===== src/core/cbstr_defines.vh =====
/*
 * constants of the shared-bus target-response block: register offsets,
 * field positions, reset values, address-line positions and beat counts.
 * assumes processor bit n of the address bus is bit (31-n) of ADDR_IN.
 */
`ifndef CBSTR_DEFINES_VH
`define CBSTR_DEFINES_VH

// ==========================================================
// register offsets (address bits 20-31)
`define CBSTR_OFS_CFG       12'h000
`define CBSTR_OFS_ID        12'h120

// ==========================================================
// processor_interface_config fields
`define CBSTR_CFG_RST       32'h0000_0000
`define CBSTR_CFG_MTCNT     11:0
`define CBSTR_CFG_MTEN      12
`define CBSTR_CFG_HITWIN    15
`define CBSTR_CFG_ACKDLY    16
`define CBSTR_CFG_L2PRES    17
`define CBSTR_CFG_MULTI     18

// ==========================================================
// multi_device_id fields
`define CBSTR_ID_RST        2'h0
`define CBSTR_ID_BOOT       2'h3
`define CBSTR_ID_PAD        30'h0000_0000

// ==========================================================
// address line positions
`define CBSTR_A_ID          26:25
`define CBSTR_A_BOOTSEL     27
`define CBSTR_A_OFS         11:0

// ==========================================================
// transaction timing and beats
`define CBSTR_BEATS_BURST   3'h4
`define CBSTR_BEATS_SINGLE  3'h1
`define CBSTR_CYC_ONE       3'h1
`define CBSTR_CYC_TWO       3'h2
`define CBSTR_CYC_MAX       3'h7
`define CBSTR_MT_ZERO       12'h000
`define CBSTR_MT_ONE        12'h001

// ==========================================================
// target kinds
`define CBSTR_K_NONE        2'h0
`define CBSTR_K_REG         2'h1
`define CBSTR_K_BOOT        2'h2
`define CBSTR_K_EXT         2'h3

`endif


===== src/core/cbstr_top.v =====
/*
 * processor-bus target response of a system controller that shares the
 * bus with an L2 cache and up to three sibling controllers.
 * assumes bus inputs are synchronous to CORE_CLK; straps are async pins.
 */
`timescale 1ns/10ps
`include "cbstr_defines.vh"

module cbstr_top (
   input  wire        CORE_CLK,           // processor bus clock
   input  wire        SYS_RST,            // synchronous reset, active high
   input  wire        TS_N,               // transfer start
   input  wire        READ_IN,            // 1 read, 0 write
   input  wire        TBST_N,             // burst transfer
   input  wire [31:0] ADDR_IN,            // shared address lines
   input  wire [31:0] DATA_IN,            // shared data lines
   input  wire        AACK_I,             // address acknowledge wire
   input  wire        TA_I,               // transfer acknowledge wire
   input  wire        ARTRY_N,            // address retry
   input  wire        CACHE_HIT_N,        // cache_hit_in
   input  wire        CACHE_BR_N,         // cache bus request
   input  wire        DECODE_HIT,         // normal window hit
   input  wire        DECODE_REG,         // normal hit is register space
   input  wire        DATA_READY,         // memory side has a beat
   input  wire        MULTI_STRAP,        // multi-device strap pin
   input  wire        READY_STRAP,        // wait-ready strap, id bit 1
   input  wire        CS_TIMING_STRAP,    // cs_timing_strap, id bit 0
   output wire        AACK_O,             // address acknowledge level
   output wire        AACK_OE,            // address acknowledge enable
   output wire        TA_O,               // transfer acknowledge level
   output wire        TA_OE,              // transfer acknowledge enable
   output reg         BG_N,               // cpu address grant
   output reg         DBG_N,              // cpu data grant
   output reg         CACHE_ADDR_GRANT_N, // cache_addr_grant
   output reg         CACHE_DATA_GRANT_N, // cache_data_grant
   output reg         ADDR_SWITCH_ENABLE, // addr_switch_enable
   output reg         BOOT_CHIP_SELECT_N, // boot_chip_select
   output reg         EXT_ACCESS,         // memory side data phase
   output reg  [31:0] RD_DATA,            // register read data
   output reg         RD_DATA_OE          // read data enable
);

   // ==========================================================
   // states
   localparam [2:0] S_IDLE  = 3'h0;
   localparam [2:0] S_ADDR  = 3'h1;
   localparam [2:0] S_POST  = 3'h2;
   localparam [2:0] S_DATA  = 3'h3;
   localparam [2:0] S_TURN  = 3'h4;
   localparam [2:0] S_WATCH = 3'h5;
   localparam [2:0] S_WDATA = 3'h6;

   reg  [2:0]  st_s1_q;          // strap synchroniser stage 1
   reg  [2:0]  st_s2_q;          // strap synchroniser stage 2
   reg  [2:0]  st_s3_q;          // strap synchroniser stage 3
   reg  [31:0] cfg_q;            // processor_interface_config
   reg  [1:0]  id_q;             // device_id_field
   reg  [2:0]  state_q;
   reg  [2:0]  state_d;
   reg  [2:0]  cnt_q;            // cycles since transfer start
   reg  [2:0]  cnt_d;
   reg  [1:0]  kind_q;
   reg  [1:0]  kind_d;
   reg         read_q;
   reg         read_d;
   reg  [2:0]  beats_q;          // beats left
   reg  [2:0]  beats_d;
   reg  [11:0] ofs_q;
   reg  [11:0] ofs_d;
   reg         own_q;            // this controller answers
   reg         own_d;
   reg         acked_q;          // address acknowledge fired
   reg         acked_d;
   reg         cache_hit_in_q;          // cache claimed the transaction
   reg         cache_hit_in_d;
   reg         owner_q;          // 1 when the cache is bus master
   reg         owner_d;
   reg  [11:0] mt_q;             // miss timeout counter
   reg  [11:0] mt_d;
   reg         wr_pend_q;        // register write beat on the bus now
   reg         aack_go;
   reg         ta_go;
   reg  [1:0]  kind_now;
   reg  [31:0] rd_mux;
   wire        multi;
   wire        boot;
   wire        l2pres;
   wire [2:0]  win;
   wire [2:0]  ack_cyc;
   wire        ready;
   wire        retry;

   // ==========================================================
   // configuration decode
   assign multi   = cfg_q[`CBSTR_CFG_MULTI];
   assign boot    = !multi || (id_q == `CBSTR_ID_BOOT);
   assign l2pres  = cfg_q[`CBSTR_CFG_L2PRES];
   assign win     = cfg_q[`CBSTR_CFG_HITWIN] ? `CBSTR_CYC_TWO
                                              : `CBSTR_CYC_ONE;
   // acknowledge must follow the cache hit sample
   assign ack_cyc = l2pres ? win + `CBSTR_CYC_ONE
                  : (cfg_q[`CBSTR_CFG_ACKDLY] ? `CBSTR_CYC_ONE
                                              : `CBSTR_CYC_TWO);
   assign ready   = (kind_q == `CBSTR_K_REG) ||
                    (kind_q == `CBSTR_K_NONE) || DATA_READY;
   assign retry   = !ARTRY_N && (cnt_q >= `CBSTR_CYC_TWO);

   // ==========================================================
   // strap synchroniser, three stages
   always @(posedge CORE_CLK) begin
      st_s1_q <= {MULTI_STRAP, READY_STRAP, CS_TIMING_STRAP};
      st_s2_q <= st_s1_q;
      st_s3_q <= st_s2_q;
   end

   // ==========================================================
   // target decode of the address on the bus
   always @* begin
      kind_now = `CBSTR_K_NONE;
      if (multi) begin
         if (ADDR_IN[`CBSTR_A_ID] == id_q) begin
            if (!READ_IN || !ADDR_IN[`CBSTR_A_BOOTSEL])
               kind_now = `CBSTR_K_REG;
            else
               kind_now = `CBSTR_K_BOOT;
         end
      end else if (DECODE_HIT) begin
         kind_now = DECODE_REG ? `CBSTR_K_REG : `CBSTR_K_EXT;
      end
   end

   // ==========================================================
   // register read mux
   always @* begin
      case (ofs_q)
         `CBSTR_OFS_CFG: rd_mux = cfg_q;
         `CBSTR_OFS_ID:  rd_mux = {`CBSTR_ID_PAD, id_q};
         default:        rd_mux = 32'h0000_0000;
      endcase
   end

   // ==========================================================
   // transaction state machine
   always @* begin
      state_d = state_q;
      cnt_d   = (cnt_q == `CBSTR_CYC_MAX) ? cnt_q
                                          : cnt_q + `CBSTR_CYC_ONE;
      kind_d  = kind_q;
      read_d  = read_q;
      beats_d = beats_q;
      ofs_d   = ofs_q;
      own_d   = own_q;
      acked_d = acked_q;
      cache_hit_in_d = cache_hit_in_q;
      owner_d = owner_q;
      mt_d    = mt_q;
      aack_go = 1'b0;
      ta_go   = 1'b0;
      case (state_q)
         S_IDLE: begin
            cnt_d = `CBSTR_CYC_ONE;
            if (!TS_N) begin
               kind_d  = kind_now;
               read_d  = READ_IN;
               beats_d = TBST_N ? `CBSTR_BEATS_SINGLE
                                : `CBSTR_BEATS_BURST;
               ofs_d   = ADDR_IN[`CBSTR_A_OFS];
               own_d   = (kind_now != `CBSTR_K_NONE);
               acked_d = 1'b0;
               cache_hit_in_d = 1'b0;
               owner_d = !CACHE_ADDR_GRANT_N;
               mt_d    = `CBSTR_MT_ZERO;
               if (kind_now != `CBSTR_K_NONE) begin
                  state_d = S_ADDR;
                  if (ack_cyc == `CBSTR_CYC_ONE) begin
                     aack_go = 1'b1;
                     acked_d = 1'b1;
                  end
               end else begin
                  state_d = S_WATCH;
               end
            end
         end
         S_ADDR: begin
            if (l2pres && !acked_q && cnt_q == win &&
                !CACHE_HIT_N) begin
               kind_d  = `CBSTR_K_NONE;
               own_d   = 1'b0;
               cache_hit_in_d = 1'b1;
               state_d = S_WATCH;
            end else if (retry) begin
               state_d = S_TURN;
            end else if (acked_q) begin
               state_d = S_POST;
            end else if (cnt_q == ack_cyc - `CBSTR_CYC_ONE) begin
               aack_go = 1'b1;
               acked_d = 1'b1;
            end
         end
         S_POST: begin
            // one more retry sample cycle after the acknowledge
            if (!ARTRY_N)
               state_d = S_TURN;
            else
               state_d = own_q ? S_DATA : S_WDATA;
         end
         S_DATA: begin
            if (ready) begin
               ta_go   = 1'b1;
               beats_d = beats_q - `CBSTR_CYC_ONE;
               if (beats_q == `CBSTR_CYC_ONE)
                  state_d = S_TURN;
            end
         end
         S_WATCH: begin
            mt_d = mt_q + `CBSTR_MT_ONE;
            if (retry) begin
               state_d = S_TURN;
            end else if (!AACK_I) begin
               state_d = S_POST;
            end else if (boot && cfg_q[`CBSTR_CFG_MTEN] && !cache_hit_in_q &&
                         mt_q == cfg_q[`CBSTR_CFG_MTCNT]) begin
               aack_go = 1'b1;
               acked_d = 1'b1;
               own_d   = 1'b1;
               state_d = S_ADDR;
            end
         end
         S_WDATA: begin
            if (!TA_I) begin
               beats_d = beats_q - `CBSTR_CYC_ONE;
               if (beats_q == `CBSTR_CYC_ONE)
                  state_d = S_TURN;
            end
         end
         S_TURN: begin
            state_d = S_IDLE;
         end
         default: begin
            state_d = S_IDLE;
         end
      endcase
   end

   // ==========================================================
   // state registers
   always @(posedge CORE_CLK) begin
      if (SYS_RST) begin
         state_q <= S_IDLE;
         cnt_q   <= `CBSTR_CYC_ONE;
         kind_q  <= `CBSTR_K_NONE;
         read_q  <= 1'b0;
         beats_q <= `CBSTR_BEATS_SINGLE;
         ofs_q   <= `CBSTR_OFS_CFG;
         own_q   <= 1'b0;
         acked_q <= 1'b0;
         cache_hit_in_q <= 1'b0;
         owner_q <= 1'b0;
         mt_q    <= `CBSTR_MT_ZERO;
      end else begin
         state_q <= state_d;
         cnt_q   <= cnt_d;
         kind_q  <= kind_d;
         read_q  <= read_d;
         beats_q <= beats_d;
         ofs_q   <= ofs_d;
         own_q   <= own_d;
         acked_q <= acked_d;
         cache_hit_in_q <= cache_hit_in_d;
         owner_q <= owner_d;
         mt_q    <= mt_d;
      end
   end

   // ==========================================================
   // registers: straps at reset, then bus writes
   always @(posedge CORE_CLK) begin
      if (SYS_RST) begin
         wr_pend_q <= 1'b0;
         cfg_q     <= `CBSTR_CFG_RST;
         id_q      <= `CBSTR_ID_RST;
         if (st_s2_q == st_s3_q) begin
            cfg_q[`CBSTR_CFG_MULTI] <= st_s3_q[2];
            id_q                    <= st_s3_q[1:0];
         end
      end else begin
         wr_pend_q <= ta_go && !read_q && (kind_q == `CBSTR_K_REG);
         if (wr_pend_q && ofs_q == `CBSTR_OFS_CFG)
            cfg_q <= DATA_IN;
         if (wr_pend_q && ofs_q == `CBSTR_OFS_ID)
            id_q <= DATA_IN[1:0];
      end
   end

   // ==========================================================
   // read data, chip selects and grants
   always @(posedge CORE_CLK) begin
      if (SYS_RST) begin
         RD_DATA            <= 32'h0000_0000;
         RD_DATA_OE         <= 1'b0;
         BOOT_CHIP_SELECT_N <= 1'b1;
         EXT_ACCESS         <= 1'b0;
         BG_N               <= 1'b1;
         CACHE_ADDR_GRANT_N <= 1'b1;
         DBG_N              <= 1'b1;
         CACHE_DATA_GRANT_N <= 1'b1;
         ADDR_SWITCH_ENABLE <= 1'b0;
      end else begin
         RD_DATA    <= (kind_q == `CBSTR_K_REG) ? rd_mux
                                                : 32'h0000_0000;
         RD_DATA_OE <= ta_go && read_q &&
                       (kind_q == `CBSTR_K_REG ||
                        kind_q == `CBSTR_K_NONE);
         BOOT_CHIP_SELECT_N <= !(state_d == S_DATA &&
                                 kind_d == `CBSTR_K_BOOT);
         EXT_ACCESS <= (state_d == S_DATA) &&
                       (kind_d == `CBSTR_K_EXT);
         // address grant only in idle, never beside a data grant
         BG_N <= !(boot && state_d == S_IDLE &&
                   CACHE_BR_N);
         CACHE_ADDR_GRANT_N <= !(boot && state_d == S_IDLE &&
                                 !CACHE_BR_N);
         DBG_N <= !(boot && !owner_d && (state_d == S_DATA ||
                    state_d == S_WDATA));
         CACHE_DATA_GRANT_N <= !(boot && owner_d &&
                                 (state_d == S_DATA ||
                                  state_d == S_WDATA));
         ADDR_SWITCH_ENABLE <= boot && (state_d == S_IDLE ||
                                        state_d == S_ADDR ||
                                        state_d == S_WATCH);
      end
   end

   // ==========================================================
   // acknowledge pin drivers
   cbstr_ack_drv u_aack (
      .clk    (CORE_CLK),
      .rst    (SYS_RST),
      .fire   (aack_go),
      .pin_o  (AACK_O),
      .pin_oe (AACK_OE)
   );

   cbstr_ack_drv u_ta (
      .clk    (CORE_CLK),
      .rst    (SYS_RST),
      .fire   (ta_go),
      .pin_o  (TA_O),
      .pin_oe (TA_OE)
   );

endmodule // cbstr_top


===== src/core/cbstr_ack_drv.v =====
/*
 * sustained tri-state driver for one acknowledge pin.
 * assumes an external pull-up holds the wire high while released.
 */
`timescale 1ns/10ps

module cbstr_ack_drv (
   input  wire clk,    // processor bus clock
   input  wire rst,    // synchronous reset, active high
   input  wire fire,   // drive the pin low next cycle
   output reg  pin_o,  // pin output level
   output reg  pin_oe  // pin output enable, high while driving
);

   reg was_low_q;   // pin was low in the current cycle

   // ==========================================================
   // low while fired, one high cycle after the last low, then release
   always @(posedge clk) begin
      if (rst) begin
         pin_o     <= 1'b1;
         pin_oe    <= 1'b0;
         was_low_q <= 1'b0;
      end else if (fire) begin
         pin_o     <= 1'b0;
         pin_oe    <= 1'b1;
         was_low_q <= 1'b1;
      end else if (was_low_q) begin
         pin_o     <= 1'b1;
         pin_oe    <= 1'b1;
         was_low_q <= 1'b0;
      end else begin
         pin_o     <= 1'b1;
         pin_oe    <= 1'b0;
      end
   end

endmodule // cbstr_ack_drv


===== config.mk =====
export PLATFORM = sky130hd
export DESIGN_NAME = cbstr_top
export DESIGN_NICKNAME = d
export VERILOG_FILES = /design/src/core/cbstr_top.v /design/src/core/cbstr_ack_drv.v
export VERILOG_INCLUDE_DIRS = /design/src /design/src/core
export SDC_FILE = /design/constraint.sdc
export NUM_CORES = 1
export LEC_CHECK = 0
export BUFFER_PORTS_ARGS = -buffer_cell sky130_fd_sc_hd__buf_2
export CAP_MARGIN = 10
export CORE_ASPECT_RATIO = 0.6
export CORE_MARGIN = 4
export CORE_UTILIZATION = 46
export DETAILED_ROUTE_END_ITERATION = 6
export PLACE_DENSITY = 0.72
export SYNTH_ARGS = -nofsm -noshare
export SYNTH_HDL_FRONTEND = slang
export SYNTH_SLANG_ARGS = --single-unit

===== constraint.sdc =====
create_clock -name CORE_CLK -period 2.5 [get_ports CORE_CLK]
set_input_delay 0.375 -clock CORE_CLK [delete_from_list [all_inputs] [get_ports CORE_CLK]]
set_output_delay 0.375 -clock CORE_CLK [all_outputs]
set_load 0.01 [all_outputs]

==> Yosys cells after proc, flatten, opt, wreduce, memory -nomap -nowiden <==
Cells that the tools add are included.
{ "totals": {"latchBits": 0, "mem_count": 0, "elab_cells": 213, "out_inout_bits": 44, "mem_bits_ro": 0, "ram_bits": 0, "input_bits": 80, "regBits": 130} }
{ "op_classes": {"addsub": 5, "eq_ne": 31, "n_shift": 0, "n_lt_le_gt_ge": 1, "mux": 76, "n_bitwise": 2, "reduce_logical": 65, "n_mul": 0, "n_div": 0} }
{ "ops": {"columns": ["op", "count"], "rows": [
  ["case mux 32 bit (2 select lines)", 1],
  ["two-way mux 3 bit", 18],
  ["two-way mux 19 bit", 2],
  ["two-way mux 1 bit", 34],
  ["two-way mux 2 bit", 12],
  ["case mux 12 bit (2 select lines)", 1],
  ["logical AND 1 bit", 23],
  ["!= test 2 bit, second input constant", 9],
  ["case mux 3 bit (6 select lines)", 1],
  ["zero test 1 bit", 16],
  ["equality test 3 bit, second input constant", 5],
  ["adder 12 x 1 -> 12 bit, second input constant", 1],
  ["equality test 12 bit", 1],
  ["equality test 12 x 9 -> 1 bit, second input constant", 1],
  ["equality test 3 x 1 -> 1 bit, second input constant", 4],
  ["zero test 12 bit", 1],
  ["two-way mux 12 bit", 1],
  ["nonzero test 2 bit", 5],
  ["equality test 3 x 2 -> 1 bit, second input constant", 3],
  ["case mux 1 bit (3 select lines)", 3],
  ["case mux 3 bit (3 select lines)", 1],
  ["logical OR 1 bit", 7],
  ["AND reduction 7 bit", 1],
  ["equality test 2 bit, second input constant", 3],
  ["19 further kinds", 26]
]} }

==> Longest topological paths before layout <==
Gate-level depths: netlist of run 1.
{ "logic_depth": {"ltp_word": 13, "mapped_depth": 8, "mapped_depth_nobuf": 8} }

==> Modules after synthesis <==
From an unflattened synthesis of run 1, not the netlist that was laid out.
{ "hier_totals": {"hier_cells": 573, "area_unflattened_um2": 5074.9} }
{ "modules_own_cells": {"columns": ["mod", "instances", "cells_each", "seq_area_each_um2", "area_per_inst_um2"], "rows": [
  ["cbstr_top", 1, 561, 2512.4, 4904.7],
  ["cbstr_ack_drv", 2, 6, 60.1, 85.1]
]} }

==> Worst setup path before layout of run 1 <==
OpenSTA, ideal clock, no wires.
{ "synth_path": {"kind": "reg2reg", "from": "register cfg_q[18]", "to": "register acked_q", "t_arrival_ps": 1889, "stages_incl_launch_ff": 7, "setup_ps": 59, "slack_ps": 552, "period_less_slack_ps": 1948, "path_buffers": 0, "required_time_ps": 2441, "path_cell_list": "edfxtp_1 a21boi_1 or4_4 nor4_4 o211ai_2 a2111oi_2 a31o_1"} }
{ "synth_between": {"elab_chain_cells": 7, "word_cells_on_any_way": 12, "classes_between": "eq/ne: 1; mux: 4; reduce/logical: 7"} }
{ "synth_rtl": {"columns": ["element", "line_no", "text"], "rows": [
  ["start: declaration", "cbstr_top.v:56", "reg [31:0] cfg_q;"],
  ["start signal: assignment", "cbstr_top.v:280", "cfg_q <= `CBSTR_CFG_RST;"],
  ["start signal: indexed assignment", "cbstr_top.v:283", "cfg_q[`CBSTR_CFG_MULTI] <= st_s3_q[2];"],
  ["zero test 1 bit", "cbstr_top.v:96", "assign boot = !multi || (id_q == `CBSTR_ID_BOOT);"],
  ["logical OR 1 bit", "cbstr_top.v:96", null],
  ["logical AND 1 bit (3 in a row)", "cbstr_top.v:221", "end else if (boot && cfg_q[`CBSTR_CFG_MTEN] && !cache_hit_in_q &&"],
  ["!= test 2 bit (no line)", null, null],
  ["AND reduction 7 bit (no line)", null, null],
  ["end signal: assignment", "cbstr_top.v:268", "acked_q <= acked_d;"],
  ["end: declaration", "cbstr_top.v:72", "reg acked_q;"]
]} }
Parallel ways exist; a longest one is shown, timed or not. The select of a mux whose other input is x is not followed.
A chain may end at the register's enable or synchronous reset.

==> Worst setup path in the final report of run 1 <==
{ "layout_path": {"from": "register cnt_q[0]", "to": "register BG_N"} }
{ "layout_between": {"elab_chain_cells": 9, "word_cells_on_any_way": 13, "classes_between": "order compare: 1; eq/ne: 1; mux: 4; reduce/logical: 7"} }
{ "layout_rtl": {"columns": ["element", "line_no", "text"], "rows": [
  ["start: declaration", "cbstr_top.v:60", "reg [2:0] cnt_q;"],
  ["start signal: assignment", "cbstr_top.v:250", "cnt_q <= `CBSTR_CYC_ONE;"],
  ["start signal: assignment", "cbstr_top.v:262", "cnt_q <= cnt_d;"],
  ["greater-or-equal comparator 3 x 2 -> 1 bit (no line) or equality test 3 x 2 -> 1 bit (tied branches)", null, null],
  ["logical AND 1 bit, on equally long branches", "cbstr_top.v:106, cbstr_top.v:185", null],
  ["two-way mux 3 bit or logical AND 1 bit (tied branches)", "cbstr_top.v:191, cbstr_top.v:185", null],
  ["two-way mux 3 bit", "cbstr_top.v:185", "if (l2pres && !acked_q && cnt_q == win &&"],
  ["case mux 3 bit (6 select lines) (*)", "cbstr_top.v:159", "case (state_q)"],
  ["zero test 3 bit (*)", "cbstr_top.v:319", "BG_N <= !(boot && state_d == S_IDLE &&"],
  ["logical AND 1 bit (*) (2 in a row)", "cbstr_top.v:319", null],
  ["zero test 1 bit (*)", "cbstr_top.v:319", null],
  ["end signal: assignment", "cbstr_top.v:319", null],
  ["end: declaration", "cbstr_top.v:32", "output reg BG_N,"]
]} }
Every way passes the cells marked *; elsewhere a longest branch is shown, timed or not.

==> impl_results.md, run 1 <==
- Worst hold-check path type: in -> reg
- Number of warnings reported in the yosys synthesis log: 0
- Power density relative to cell area: 805 mW/mm2
- CP arrival: 2.60 ns
- Fmax: 445 MHz
- Via count of the first global-routing pass: 4,156
- Total number of placement rows: 29
- Overflow after GRT: 0
- Post-synth EDFFs: 3
- Area of the mapped netlist: 0.00502 mm2
- Final hold violation count: 0
- Max-cap violations: 0
- Worst Hold Margin: 0.0635 ns
- Cell type group with the largest total delay on the critical path: simple AND/OR/NAND/NOR gates
- Most common cell after layout, fill and taps aside: dfxtp_1
- Number of sinks on the clock net: 130
- Antenna violations before repair: 0
- Clock insertion delay at the later pin of the skew report: 0.41 ns
- Worst-path maximum fanout: 6
- Area added between synthesis and finish: 25.9%
- Final setup violation count: 0
- Utilization after layout: 59.5%
- Post-layout instance area: 0.00633 mm2
- VDD IR-drop max: 0.474 mV
- Synth Register Bits: 130
- Sum of routed wire length over all layers: 12.3 mm
- Level count of the clock H-tree: 4
- Async set-or-reset flop fraction in the synthesized netlist: 0%
- Clock-pin slew on the worst setup and hold paths: 0.06 ns
- Inserted Clock Buffers: 17
- Area after DPL: 0.00575 mm2
- Aggregate global-route resource usage: 19.9%
- Relative slew slack: 64.4%
- Total I/O pin count: 124
- Cell with the largest stage delay on the worst path: a2111oi_1
- Commonest cells after routing, fill and taps aside: dfxtp_1, nand2_1, buf_2
- Type of the setup path with the least slack: reg -> reg
- Final antenna diode count: 0
- Count of nets left with antenna violations after detail routing: 0
- Top FF cell, synth: dfxtp_1
- Mean instance size in the synthesized netlist: 8.89 um2
- Category of the worst setup path capture point: register
- Initial core utilization: 47.3%
- Chip width: 143 um
- Netlist cell types: 59
- Share of the yosys chip area belonging to registers: 52.4%
- Leakage component of the power: 2.59 nW
- Avg WL per Cell: 14.8 um
- Fin crit share: 89.9%
- GP Congestion: 0.900
- Ratio of routed vias to standard cells: 5.24
- Violation count after the first detailed-route iteration: 306
- Fraction of layout instances using a drive strength above 1: 24.3%
- Max incr delay on CP: 0.49 ns
- Post-synthesis instance total: 565
- RSZ-0062 raised after global routing: no
- Number of vias after detailed routing: 4,350
- Critical Path, Cell by Cell: inv_1, ha_1, nor3_1, nor2_1, a2111oi_1, or4_1, nor3b_1, buf_4, nand2_1
- Worst setup skew after layout: 0.0101 ns
- Crit path buffers/inverters: 2
- Die extent in y: 89.0 um
- First-pass GRT wire length: 19.9 mm
- Number of nets in the final layout: 764
- Aggregate negative setup slack: 0 ns
- Category of the worst setup path launch point: register
- Number of input and output port buffers inserted: 106
- Clock tree root driver cell: clkbuf_16
- Total of hold buffers inserted after clock tree synthesis: 0
- DRC errors left: 0
- Number of nets in the synthesized netlist: 651
- Required time of the critical path: 2.85 ns
- HPWL after detailed placement: 8.67 mm
- Status: finished, final reports clean
- Measured slew at the worst slew-check pin: 0.530 ns
- Buffer depth of the longest clock path: 2
- Layout fillers: 955
- Shortest clock period the worst path allows after layout: 2.25 ns
- Final max-slew violation count: 0
- Die area: 0.0127 mm2
- Number of iterations in the first detailed-routing pass: 5
- Clock tree from TritonCTS: built
- Core area: 0.0106 mm2
- Largest net degree at the start of global routing: 41
## flip-flops by register name (all words and copies together) (netlist names), 2 cells and up
| name | count |
|---|---|
| st_s3_q | 3 |
| state_q | 3 |
| mt_q | 12 |
| st_s2_q | 3 |
| cnt_q | 3 |
| st_s1_q | 3 |
| cfg_q | 32 |
| ofs_q | 12 |
| kind_q | 2 |
| beats_q | 3 |
| id_q | 2 |
| RD_DATA | 32 |
## path summary, 6_finish.rpt
kind                from          to  slack [ns]  depth (start not counted)
min reg2reg   st_s1_q[1]  st_s2_q[1]        0.33                          0
max             cnt_q[0]        BG_N        0.25                          9
min          READY_STRAP  st_s1_q[1]        0.06                          1
max reg2reg     cnt_q[0]        BG_N        0.25                          9
## power by group
| group | switching, mW | internal [mW] | leakage, nW |
|---|---|---|---|
| clock network | 0.980 | 1.39 | 0.277 |
| logic | 0.306 | 0.206 | 1.25 |
| registers | 0.0643 | 2.15 | 1.06 |
| total | 1.35 | 3.74 | 2.59 |
## stage by stage
step	power [mW]	cells	setup slack [ns]
finish	5.09	830	0.252
global route	5.30	830	0.0948
CTS	5.13	830	0.218
detailed placement	2.75	798	0.226
global placement	2.74	798	0.324
floorplan	2.57	565	0.552
## logic make-up (layout without fill, tap and decap cells)
logic type,Yosys count,in the layout,share of synthesized area [%]
simple gates,256,256,25.0
xor+xnor,20,20,3.49
fa+ha+maj,6,6,1.49
buf+inv,36,162,2.76
mux,5,5,1.10
flops,130,130,52.4
compound gates,112,112,13.8
## cell usage after synthesis (6+ instances only)
| master | n | share of area [%] |
|---|---|---|
| nor2_1 | 38 | 2.8 |
| ha_1 | 6 | 1.5 |
| nor3_1 | 12 | 1.2 |
| nand2b_1 | 11 | 1.4 |
| o21ai_0 | 9 | 0.90 |
| inv_1 | 9 | 0.67 |
| and2_1 | 32 | 4.0 |
| nand2_1 | 110 | 8.2 |
| xor2_1 | 7 | 1.2 |
| nor4_1 | 7 | 0.87 |
| nor3b_1 | 6 | 0.90 |
| nand3_1 | 11 | 1.1 |
| nand4_1 | 6 | 0.75 |
| xnor2_1 | 13 | 2.3 |
| clkbuf_1 | 23 | 1.7 |
| a21oi_1 | 65 | 6.5 |
| dfxtp_1 | 127 | 51 |
## routing by layer
layer  vias to the layer above  track usage (%)  share of wire, %
met2                       148             30.8                43
met1                      2035             27.3                48
met4                         0             6.21              0.49
met3                         7             5.67               8.2
li1                       2160                -                 -
met5                         -                0                 0
## cell type report
| class | instances | area (um2) | share of cell area (%) |
|---|---|---|---|
| sequential | 130 | 2630 | 41.6 |
| multi-input combinational | 399 | 2270 | 35.9 |
| timing repair buffer | 120 | 636 | 10.0 |
| clock buffer | 19 | 464 | 7.34 |
| tap | 139 | 174 | 2.75 |
| clock inverter | 13 | 113 | 1.78 |
| inverter | 10 | 37.5 | 0.593 |
## timing repair
item,CTS,global route
resized for setup,0,1
buffers inserted,0,0
setup endpoints to repair,0,2
Note: power is estimated with default switching activity, not from simulation.
==> run 2: changes to the inputs <==
CORE_UTILIZATION = 25   (was 46)
PLACE_DENSITY = 0.46   (was 0.72)
==> impl_results.md, run 2 (same netlist as run 1, synthesis figures left out) <==
- GP Congestion: 0.873 (-3.0%)
- Power density relative to cell area: 795 mW/mm2 (-1.3%)
- Largest registers in the final layout: RD_DATA: 32 flops, cfg_q: 32 flops
- DRC errors left: 0 (unchanged)
- Fmax: 431 MHz (-3.2%)
- Post-layout instance area: 0.00653 mm2 (+3.3%)
- Aggregate negative setup slack: 0 ns (unchanged)
- End of the critical path: CACHE_ADDR_GRANT_N
- Avg WL per Cell: 14.3 um (-3.0%)
- Final antenna diode count: 0 (unchanged)
- Commonest cells after routing, fill and taps aside: dfxtp_1, nand2_1, buf_2
- Max incr delay on CP: 0.62 ns (+0.13 ns)
- Final hold violation count: 0 (unchanged)
- Total number of placement rows: 39 (+34%)
- Worst Hold Margin: 0.0566 ns (-0.00692 ns)
- Count of nets left with antenna violations after detail routing: 0 (unchanged)
- Shortest clock period the worst path allows after layout: 2.32 ns (+0.0737 ns)
- RR Endpoint: CACHE_ADDR_GRANT_N
- Number of sinks on the clock net: 130 (unchanged)
- Overflow after GRT: 0 (unchanged)
- Total I/O pin count: 124 (unchanged)
- First-pass GRT wire length: 22.5 mm (+13%)
- Hold depth: 1 (unchanged)
- Critical Path Stages: 7 (-2)
- Crit path launch: cfg_q[18]
- Largest net degree at the start of global routing: 33 (-20%)
- HPWL after detailed placement: 10.1 mm (+17%)
- Buffer depth of the longest clock path: 2 (unchanged)
- Number of input and output port buffers inserted: 106 (unchanged)
- Via count of the first global-routing pass: 4,217 (+1.5%)
- Antenna violations before repair: 2 (+2)
- Max-cap violations: 0 (unchanged)
- Reg2Reg Setup Slack: 0.18 ns (-0.07 ns)
- Clock insertion delay at the later pin of the skew report: 0.42 ns (about the same)
- Cell type group with the largest total delay on the critical path: simple AND/OR/NAND/NOR gates
- Layout fillers: 2,023 (+110%)
- VDD IR-drop max: 0.452 mV (-4.6%)
- Chip width: 191 um (+34%)
- Category of the worst setup path capture point: register
- Area added between synthesis and finish: 30.0%
- Fin crit share: 92.9% (+2.9 points)
- Cell with the largest stage delay on the worst path: or4_4
- Crit path buffers/inverters: 1 (-1)
- Worst setup skew after layout: 0.0112 ns (+0.00104 ns)
- Sum of routed wire length over all layers: 13.8 mm (+12%)
- Aggregate global-route resource usage: 12.7% (-7.2 points)
- CP arrival: 2.63 ns (+0.03 ns)
- Number of nets in the final layout: 769 (+0.65%)
- Worst r2r path cells: 7 (-2)
- Area after DPL: 0.00594 mm2 (+3.4%)
- Ratio of routed vias to standard cells: 4.40 (-16%)
- Type of the setup path with the least slack: reg -> reg
- Required time of the critical path: 2.80 ns (-0.05 ns)
- Level count of the clock H-tree: 4 (unchanged)
- Inserted Clock Buffers: 17 (unchanged)
- Final max-slew violation count: 0 (unchanged)
- FF-to-FF Start: cfg_q[18]
- Clock-pin slew on the worst setup and hold paths: 0.06 ns (about the same)
- Relative slew slack: 60.2% (-4.1 points)
- Status: finished, final reports clean
- Die area: 0.0225 mm2 (+77%)
- Sequential cell area: 0.00263 mm2 (unchanged)
- Worst-path maximum fanout: 3 (-3)
- Fraction of layout instances using a drive strength above 1: 25.0% (+0.69 points)
- Measured slew at the worst slew-check pin: 0.595 ns (+0.0650 ns)
- Leakage component of the power: 2.62 nW (+1.3%)
- Category of the worst setup path launch point: register
- Number of vias after detailed routing: 4,230 (-2.8%)
- Core area: 0.0194 mm2 (+82%)
- Critical Path, Cell by Cell: a21boi_1, or4_4, nor4_4, o211ai_1, nor3b_1, buf_4, nand2b_1
- Final setup violation count: 0 (unchanged)
- Worst hold-check path type: in -> reg
- Clock tree root driver cell: clkbuf_16
- Clock tree from TritonCTS: built
- Number of iterations in the first detailed-routing pass: 4 (-1)
- Initial core utilization: 25.9% (-21 points)
- Most common cell after layout, fill and taps aside: dfxtp_1
- Utilization after layout: 33.7% (-26 points)
- RSZ-0062 raised after global routing: no
- Violation count after the first detailed-route iteration: 257 (-16%)
- Multi-input gate area in the final layout: 0.00227 mm2 (+0.22%)
- Die extent in y: 118 um (+32%)
run 2: how the worst min path moves through the flow:
stage | from | end | slack (ns)
global route | CS_TIMING_STRAP | st_s1_q[0] | 0.04
detailed placement | st_s1_q[2] | st_s2_q[2] | 0.31
finish | CS_TIMING_STRAP | st_s1_q[0] | 0.06
floorplan | st_s1_q[0] | st_s2_q[0] | 0.31
global placement | st_s1_q[0] | st_s2_q[0] | 0.31
CTS | CS_TIMING_STRAP | st_s1_q[0] | 0.03
run 2: report_power, final:
| part | switching (mW) | total, mW | leakage, nW | internal [mW] |
|---|---|---|---|---|
| logic | 0.311 | 0.521 | 1.28 | 0.210 |
| registers | 0.0597 | 2.21 | 1.06 | 2.15 |
| clock network | 1.03 | 2.46 | 0.283 | 1.43 |
| total | 1.40 | 5.19 | 2.62 | 3.79 |
run 2: area by class of cell:
type / instances / area share, %
flip-flops and latches: 130 / 40.3
multi-input cells: 399 / 34.8
repair buffers: 125 / 10.3
clock buffers: 18 / 6.72
well taps: 266 / 5.09
clock inverters: 14 / 2.20
inverters: 10 / 0.574
run 2: timing repair:
action | CTS | global route
resized for setup | 0 | 2
setup endpoints to repair | 0 | 3
hold buffers | 0 | 0
setup buffers | 0 | 0
run 2: layer usage:
layer,vias to the layer above,share of wire [%],global-route usage [%]
li1,2164,-,-
met3,18,8.1,4.89
met5,-,0.24,0
met4,4,0.93,3.99
met2,118,40,17.1
met1,1926,51,18.4
run 2: worst reg2reg max path, stage by stage, from the launching register on:
cell and delay [ns]:
edfxtp_1 0.38, a21boi_1 0.23, or4_4 0.62, nor4_4 0.23, o211ai_1 0.23, nor3b_1 0.30, buf_4 0.16, nand2b_1 0.05
run 2: metrics by stage:
stage | total power [mW] | setup slack (ns) | instances
2_1_floorplan | 2.57 | 0.552 | 565
3_3_place_gp | 2.76 | 0.213 | 930
3_5_place_dp | 2.77 | 0.219 | 930
4_1_cts | 5.28 | 0.195 | 962
5_1_grt | 5.44 | 0.0253 | 962
6_report | 5.19 | 0.178 | 962
